### src/design/pes_pkg.sv
// Package of constants for the event status and change latch block.
package pes_pkg;

  // Register address width of the link register port.
  localparam int ADDR_W = 8;
  // Register data width of the link register port.
  localparam int DATA_W = 8;
  // Number of internal event sources.
  localparam int NUM_SRC = 7;

  // Live status register offset.
  localparam logic [7:0] LIVE_STATUS_ADDR = 8'h83;
  // Change latch register offset.
  localparam logic [7:0] CHANGE_LATCH_ADDR = 8'h84;

  // Reset value shared by both registers.
  localparam logic [7:0] REG_RESET = 8'h00;
  // Value returned for an unmapped address.
  localparam logic [7:0] UNMAPPED_DATA = 8'h00;

  // Bit positions of the event sources inside both registers.
  localparam int BIT_SESSION_VALID = 0;
  localparam int BIT_ID_RES_A = 1;
  localparam int BIT_ID_RES_B = 2;
  localparam int BIT_ID_RES_C = 3;
  localparam int BIT_ID_PIN_FLOATING = 4;
  localparam int BIT_OVERSTRESS = 5;
  localparam int BIT_SUPPLY_GOOD = 6;
  // Reserved bit, always read as zero.
  localparam int BIT_RESERVED = 7;

endpackage : pes_pkg

### src/design/pes_event_latch.sv
// Live status and change latch registers for the internal event sources.
`timescale 1ns/1ns
module pes_event_latch
  import pes_pkg::*;
#(
  parameter int SRC_W = pes_pkg::NUM_SRC
) (
  // Clock and reset.
  input wire logic core_clk,
  input wire logic rst,
  // Internal event source levels.
  input wire logic bus_supply_monitor_good,
  input wire logic overstress_detect,
  input wire logic id_pin_floating,
  input wire logic id_resistor_c_detect,
  input wire logic id_resistor_b_detect,
  input wire logic id_resistor_a_detect,
  input wire logic session_valid_comparator,
  // Per-source masks from the enable registers kept elsewhere.
  input wire logic [pes_pkg::NUM_SRC-1:0] rise_enable,
  input wire logic [pes_pkg::NUM_SRC-1:0] fall_enable,
  // Mode entry pulses from the transceiver control.
  input wire logic low_power_entry,
  input wire logic serial_mode_entry,
  // Register read port from the link.
  input wire logic reg_rd_strobe,
  input wire logic [pes_pkg::ADDR_W-1:0] reg_addr,
  // Read answer toward the link.
  output logic [pes_pkg::DATA_W-1:0] reg_rd_data,
  output logic reg_rd_valid
);

  import pes_pkg::*;

  // The eight-bit registers leave exactly one reserved bit on top, so the
  // source count is fixed and is refused at elaboration if it differs.
  if (SRC_W != NUM_SRC || SRC_W >= DATA_W) begin : g_bad_src_w
    $error("pes_event_latch: SRC_W must equal the source count");
  end

  // Source levels gathered at their register positions.
  logic [NUM_SRC-1:0] src_vec;
  // Masked change pulses from the detector.
  logic [NUM_SRC-1:0] evt_pulse;
  // Change latch contents.
  logic [NUM_SRC-1:0] latch_reg;
  // Next value of the change latch.
  logic [NUM_SRC-1:0] latch_next;
  // Any reason to empty the latch this cycle.
  logic latch_clear;
  // The link reads the latch this cycle.
  logic latch_read;

  // Pad a source vector into a register word with the reserved bit low.
  function automatic logic [DATA_W-1:0] to_word(
    input logic [NUM_SRC-1:0] bits
  );
    to_word = {1'b0, bits};
  endfunction

  // Each source lands on its fixed bit in both registers.
  always_comb begin
    src_vec = '0;
    src_vec[BIT_SUPPLY_GOOD] = bus_supply_monitor_good;
    src_vec[BIT_OVERSTRESS] = overstress_detect;
    src_vec[BIT_ID_PIN_FLOATING] = id_pin_floating;
    src_vec[BIT_ID_RES_C] = id_resistor_c_detect;
    src_vec[BIT_ID_RES_B] = id_resistor_b_detect;
    src_vec[BIT_ID_RES_A] = id_resistor_a_detect;
    src_vec[BIT_SESSION_VALID] = session_valid_comparator;
  end

  // Change detection with the direction masks applied.
  pes_edge_detect #(
    .WIDTH(NUM_SRC)
  ) u_edge (
    .core_clk(core_clk),
    .rst(rst),
    .src_level(src_vec),
    .rise_en(rise_enable),
    .fall_en(fall_enable),
    .event_pulse(evt_pulse)
  );

  // Clear sources: a link read of the change latch, low power entry or serial mode entry.
  // Serial entry clears whatever the clock suspend setting says.
  always_comb begin
    latch_read = reg_rd_strobe && (reg_addr == CHANGE_LATCH_ADDR);
    latch_clear = latch_read || low_power_entry ||
                  serial_mode_entry;
  end

  // Set wins over clear so that a coincident change is reported on the
  // next read instead of vanishing with the cleared value.
  always_comb begin
    if (latch_clear) begin
      latch_next = evt_pulse;
    end else begin
      latch_next = latch_reg | evt_pulse;
    end
  end

  // Change latch storage.
  always_ff @(posedge core_clk) begin
    if (rst) begin
      latch_reg <= REG_RESET[NUM_SRC-1:0];
    end else begin
      latch_reg <= latch_next;
    end
  end

  // Read answer: live levels are sampled as of the read cycle, the latch
  // returns its value before the clear takes effect. There is no write
  // path, so link writes to these offsets change nothing.
  always_ff @(posedge core_clk) begin
    if (rst) begin
      reg_rd_data <= REG_RESET;
      reg_rd_valid <= 1'b0;
    end else begin
      reg_rd_valid <= reg_rd_strobe;
      if (reg_rd_strobe) begin
        case (reg_addr)
          LIVE_STATUS_ADDR: begin
            reg_rd_data <= to_word(src_vec);
          end
          CHANGE_LATCH_ADDR: begin
            reg_rd_data <= to_word(latch_reg);
          end
          default: begin
            reg_rd_data <= UNMAPPED_DATA;
          end
        endcase
      end
    end
  end

  // Live read returns the source levels of the read cycle.
  a_live_read_value: assert property (
    @(posedge core_clk) disable iff (rst)
    (reg_rd_strobe && reg_addr == LIVE_STATUS_ADDR) |=>
      (reg_rd_valid && reg_rd_data == {1'b0, $past(src_vec)}))
    else $error("live status read returned a wrong value");

  // Supply monitor level appears on bit six of the live read.
  a_supply_bit_map: assert property (
    @(posedge core_clk) disable iff (rst)
    (reg_rd_strobe && reg_addr == LIVE_STATUS_ADDR) |=>
      (reg_rd_data[BIT_SUPPLY_GOOD] == $past(bus_supply_monitor_good) &&
       reg_rd_data[BIT_SESSION_VALID] == $past(session_valid_comparator)))
    else $error("live status bit mapping is wrong");

  // A masked-in change is latched on the next edge.
  a_event_sets_latch: assert property (
    @(posedge core_clk) disable iff (rst)
    (evt_pulse != '0) |=> ((latch_reg & $past(evt_pulse)) ==
                           $past(evt_pulse)))
    else $error("change event was not latched");

  // Latch read returns the pre-clear contents.
  a_latch_read_value: assert property (
    @(posedge core_clk) disable iff (rst)
    latch_read |=> (reg_rd_data == {1'b0, $past(latch_reg)}))
    else $error("latch read returned a wrong value");

  // A read empties the latch except for a coincident event.
  a_read_clears: assert property (
    @(posedge core_clk) disable iff (rst)
    latch_read |=> (latch_reg == $past(evt_pulse)))
    else $error("latch read did not clear the latch");

  // Low power entry clears the latch.
  a_lowpower_clears: assert property (
    @(posedge core_clk) disable iff (rst)
    low_power_entry |=> (latch_reg == $past(evt_pulse)))
    else $error("low power entry did not clear the latch");

  // Serial mode entry clears the latch.
  a_serial_clears: assert property (
    @(posedge core_clk) disable iff (rst)
    serial_mode_entry |=> (latch_reg == $past(evt_pulse)))
    else $error("serial mode entry did not clear the latch");

  // Without clear or event the latch holds. The reset term keeps an
  // attempt started on a reset edge from comparing across that reset,
  // where the latch is emptied on purpose.
  a_latch_holds: assert property (
    @(posedge core_clk) disable iff (rst)
    (!rst && !latch_clear && evt_pulse == '0) |=> $stable(latch_reg))
    else $error("latch changed without a cause");

  // A change pulse needs a real change in an enabled direction.
  a_change_masked: assert property (
    @(posedge core_clk) disable iff (rst)
    (evt_pulse != '0) |->
      ((evt_pulse & ~(src_vec ^ $past(src_vec))) == '0 &&
       (evt_pulse & ~((src_vec & rise_enable) |
                      (~src_vec & fall_enable))) == '0))
    else $error("change pulse without an enabled change");

  // Reserved bit reads zero and unmapped reads return zero.
  a_reserved_zero: assert property (
    @(posedge core_clk) disable iff (rst)
    (reg_rd_strobe && reg_addr != LIVE_STATUS_ADDR &&
     reg_addr != CHANGE_LATCH_ADDR) |=>
      (reg_rd_valid && reg_rd_data == UNMAPPED_DATA &&
       !reg_rd_data[BIT_RESERVED]))
    else $error("reserved or unmapped read not zero");

  // The answer strobe is one cycle per request.
  a_valid_pulse: assert property (
    @(posedge core_clk) disable iff (rst)
    !reg_rd_strobe |=> !reg_rd_valid)
    else $error("read answer without a request");

endmodule // pes_event_latch

### src/design/pes_edge_detect.sv
// Masked change detector for the internal event sources.
`timescale 1ns/1ns
module pes_edge_detect #(
  parameter int WIDTH = 7
) (
  // Clock and reset.
  input wire logic core_clk,
  input wire logic rst,
  // Source levels and per-bit masks.
  input wire logic [WIDTH-1:0] src_level,
  input wire logic [WIDTH-1:0] rise_en,
  input wire logic [WIDTH-1:0] fall_en,
  // One-cycle pulse per source on an unmasked change.
  output logic [WIDTH-1:0] event_pulse
);

  // Level seen in the previous cycle, the reference for a change.
  logic [WIDTH-1:0] prev_reg;
  // Holds off the first compare so reset release is not an event.
  logic armed_reg;

  // Track the previous source level.
  always_ff @(posedge core_clk) begin
    if (rst) begin
      prev_reg <= '0;
      armed_reg <= 1'b0;
    end else begin
      prev_reg <= src_level;
      armed_reg <= 1'b1;
    end
  end

  // A change counts only where the matching direction is enabled.
  always_comb begin
    if (armed_reg) begin
      event_pulse = (src_level & ~prev_reg & rise_en) |
                    (~src_level & prev_reg & fall_en);
    end else begin
      event_pulse = '0;
    end
  end

endmodule // pes_edge_detect

### config.mk
export PLATFORM = sky130hd
export DESIGN_NAME = pes_event_latch
export DESIGN_NICKNAME = d
export VERILOG_FILES = /design/src/design/pes_pkg.sv /design/src/design/pes_event_latch.sv /design/src/design/pes_edge_detect.sv
export SDC_FILE = /design/constraint.sdc
export NUM_CORES = 1
export LEC_CHECK = 0
export ABC_AREA = 1
export BUFFER_PORTS_ARGS = -buffer_cell sky130_fd_sc_hd__buf_2
export CAP_MARGIN = 10
export CORE_ASPECT_RATIO = 0.7
export CORE_UTILIZATION = 49
export CTS_BUF_LIST = sky130_fd_sc_hd__clkbuf_2 sky130_fd_sc_hd__clkbuf_4 sky130_fd_sc_hd__clkbuf_8
export CTS_CLUSTER_SIZE = 25
export DETAILED_ROUTE_END_ITERATION = 7
export PLACE_DENSITY = 0.81
export SLEW_MARGIN = 40
export SYNTH_ARGS = -nofsm -noshare
export SYNTH_HDL_FRONTEND = slang
export SYNTH_SLANG_ARGS = --single-unit
### constraint.sdc
create_clock -name core_clk -period 1.22 [get_ports core_clk]
set_clock_uncertainty 0.2 [all_clocks]
set_input_delay 0.183 -clock core_clk [delete_from_list [all_inputs] [get_ports core_clk]]
set_output_delay 0.183 -clock core_clk [all_outputs]
set_load 0.1 [all_outputs]
Yosys cells after proc, flatten, opt, wreduce, memory -nomap -nowiden
Index checks and enable logic that the tools add are counted.
{"block": "totals", "regBits": 24, "inputBits": 34, "out_inout_bits": 9}
{"block": "op_classes", "eq_ne": 2, "n_mux": 4, "n_bitwise": 8, "reduce_logical": 3}
{"op": "bitwise AND 7 bit", "n": 4}
{"op": "equality test 8 bit (second input constant)", "n": 2}
{"op": "two-way mux 7 bit", "n": 2}
{"op": "NOT 7 bit", "n": 2}
{"op": "OR 7 bit", "n": 2}
{"op": "case mux 7 bit (2 select lines)", "n": 1}
{"op": "logical OR 1 bit", "n": 2}
{"op": "logical AND 1 bit", "n": 1}
{"op": "two-way mux 1 bit", "n": 1}

Depth between registers and ports, before layout
{"block": "logic_depth", "ltp_word": 7, "ltp_mapped": 7, "mapped_depth_nobuf": 7}

Hierarchy
From an unflattened synthesis, not the netlist that was laid out.
{"block": "hier_totals", "cells_unflattened": 160, "area_unflattened_um2": 1127.3}
{"mod": "pes_event_latch", "n_inst": 1, "cells_each": 107, "area_each_um2": 748.2, "seq_area_each_um2": 300.3}
{"mod": "pes_edge_detect", "n_inst": 1, "cells_each": 53, "area_each_um2": 379.1, "seq_area_each_um2": 160.2}

Least setup slack after synthesis
Ideal clock, no wire load.
{"block": "synth_path", "kind": "register -> register", "start": "register, netlist name reg_rd_data[4]", "end": "register reg_rd_data[4] in the netlist's numbering", "arrival_time_ps": 1218, "t_required_ps": 956, "path_slack_ps": -262, "stages_incl_launch_ff": 5, "cell_sequence": "dfxtp_1 nand2_1 nand2_1 nor2_1 nor2_1"}
{"element": "end signal, assigned", "line": "pes_event_latch.sv:124", "rtl": "reg_rd_data <= to_word(src_vec);"}
{"element": "end signal, assigned", "line": "pes_event_latch.sv:127", "rtl": "reg_rd_data <= to_word(latch_reg);"}
{"element": "end, declared", "line": "pes_event_latch.sv:29", "rtl": "output logic [pes_pkg::DATA_W-1:0] reg_rd_data,"}

Final worst setup path
{"block": "layout_path", "start": "register reg_rd_data[2] in the netlist's numbering", "end": "output port reg_rd_data[2] in the netlist's numbering"}
No word-level cell between the ends.

==> results.toml <==
[run_status]
status = "finished, violations left"
violations = "negative setup slack"

[synthesis]
synth_area_leader_cell = "dfxtp_1"
yosysMostFrequentCell = "nand2_1"
synth_area_per_cell_um2 = 6.89
yosys_warnings = 0
synthFlopType = "dfxtp_1"
synth_cell_types = 18
synth_area_um2 = 1080
synthTopCellsByCount = "52 x nand2_1, 26 x nand3_1, 23 x dfxtp_1, 19 x nor2_1, 15 x inv_1"
ys_seq_elements = 23
yosysSeqAreaShare = 0.425
yosysTopAreaCellShare = 0.425
syn-num-nets = 191
synth_edf_count = 0
async_flop_share = 0
synthTopCellsByArea = "dfxtp_1 43%, nand2_1 18%, nand3_1 12%"
syn_inst = 157

[floorplanning]
ios = 43
die_area_um2 = 2400
rows = 13
initial_core_util = 0.550
coreArea_um2 = 1970
fp.dieW_um = 58.2
die_h_um = 41.3

[worst_setup_path]
cp.depth = 1
path_cells = "buf_12"
cp-start-kind = "flop"
slowest_stage = "dfxtp_2"
arrival_ns = 0.88
crit_path_end_kind = "output port"
required_ns = 0.84
crit_path_max_fanout = 2
critical-path-top-delay-family = "flip-flops"
critPathBufInv = 1
crit_type = "reg -> out"
r2r.worst_path.cells = 5
slowest_delay_ns = 0.38

[clock_tree]
cts-root-buf = "clkbuf_4"
clock_latency_ns = 0.32
cts_buffer_depth = 2
cts_tree = "built"
numCtsBuffers = 3
htreeDepth = 1
clock-sinks = 23
clkTransAtPathRegs_ns = 0.13

[grt]
met2_usage = 0.549
grt_use_met3 = 0.0957
busiest_layer = "met2"
antenna_found_initial = 0
grt_max_degree = 13
grtUsageMet1 = 0.345
grt_pass1_vias = 1159
grt_pass1_wl_mm = 5.17
overflow = 0
track_usage = 0.306

[placed_design]
hpwlAfterDp_mm = 1.93
placed_cells = 226
io_buffers = 41
post_dp_cell_area_um2 = 1440
preCtsSetupSlack_ns = -0.0355
gp_congestion = 0.793

[power]
p_comb_frac = 0.181
seqPwrFrac = 0.549
leakage_nw = 0.886
clock_power_share = 0.270
peakVddDrop_mv = 0.997
switching_share = 0.279
power-per-cell-area_nw_per_um2 = 870
switchingPower_mw = 0.403
p_int_mw = 1.04

[route]
wirelength_mm = 3.34
wl_per_cell_um = 13.5
drt-initial-drc-count = 87
via_per_inst = 5.29
ant_nets = 0
drc = 0
first_pass_iters = 4
num_vias = 1307

[worst_hold_path]
holdPathStages = 5
hold_class = "in -> reg"

[flow_run]
drv_cap = 0

[sta]
min_period_ns = 1.26
rsz0062_at_grt = "true"
fin_ws_ns = -0.0393
hold_ws_ns = 0.00486
drv_slew = 0
period_share = 1.03
max_clock_freq_mhz = 794
setup_violations = 8
hold_violations = 0

[cells_and_area]
fin_area_um2 = 1660
antenna_cells = 0
finalNetCount = 252
areaGrowthSynthToFinish_pct = 53.5
fin_cells = 247
drive_gt1_frac = 0.323
==> power groups by stage <==
stage / clock network, mW / logic [mW] / registers [mW]
finish: 0.391 / 0.261 / 0.794
global route: 0.416 / 0.280 / 0.796
CTS: 0.379 / 0.241 / 0.791
detailed placement: 0 / 0.203 / 0.809
global placement: 0 / 0.196 / 0.807
floorplan: 0 / 0.107 / 0.818
==> kinds of logic (layout without fill, tap and decap cells) <==
group | Yosys count | count (layout) | share of synthesized area
other | 1 | 1 | 0.00346
AO/OA/AOI/OAI | 7 | 7 | 0.0324
AND/OR/NAND/NOR | 106 | 106 | 0.457
buffers and inverters | 20 | 80 | 0.0821
flip-flops | 23 | 23 | 0.425
==> cell usage in the layout, fill, tap and decap left out, drive strengths merged, types with 3 or more instances in the layout <==
master	Yosys	routed
dlymetal6s4s	0	3
dlygate4sd3	0	12
buf	4	45
inv	16	15
nor2	23	23
dfxtp	23	23
clkbuf	0	4
nand2	55	55
a21oi	7	7
nand3	26	26
==> cell type report <==
class / instances / area [um2]
multi-input combinational: 114 / 539
fill: 114 / 307
sequential: 23 / 470
timing repair buffer: 60 / 520
inverter: 16 / 63.8
tap: 30 / 37.5
clock buffer: 4 / 30.0
==> stage by stage <==
stage | total power [mW] | setup TNS [ns] | utilization
2_1_floorplan | 0.924 | 0 | -
6_report | 1.45 | -0.249 | 0.844
3_5_place_dp | 1.01 | -0.0970 | 0.732
3_3_place_gp | 1.00 | 0 | 0.732
4_1_cts | 1.41 | -0.168 | 0.824
5_1_grt | 1.49 | -0.420 | 0.844
==> worst paths after layout <==
check,from,to,slack [ns]
setup / recovery,reg_rd_data[2],reg_rd_data[2],-0.04
hold / removal,rise_enable[1],latch_reg[1],0.005
setup reg to reg,u_edge.prev_reg[2],latch_reg[2],0.08
hold reg to reg,latch_reg[4],latch_reg[4],0.30
==> repair_timing <==
action,in CTS,in global routing
hold buffers,15,0
endpoints found under the hold margin,13,0
pin swaps,0,4
endpoints found under the setup margin,8,14
setup buffers,0,5
resized for setup,0,7
==> per-layer routing <==
layer / vias to the layer above / part of all wire
met5: - / 0
met4: 0 / 0.033
met3: 12 / 0.095
met2: 84 / 0.48
met1: 600 / 0.39
li1: 611 / -
No activity file was read; power rests on OpenSTA's default activity.
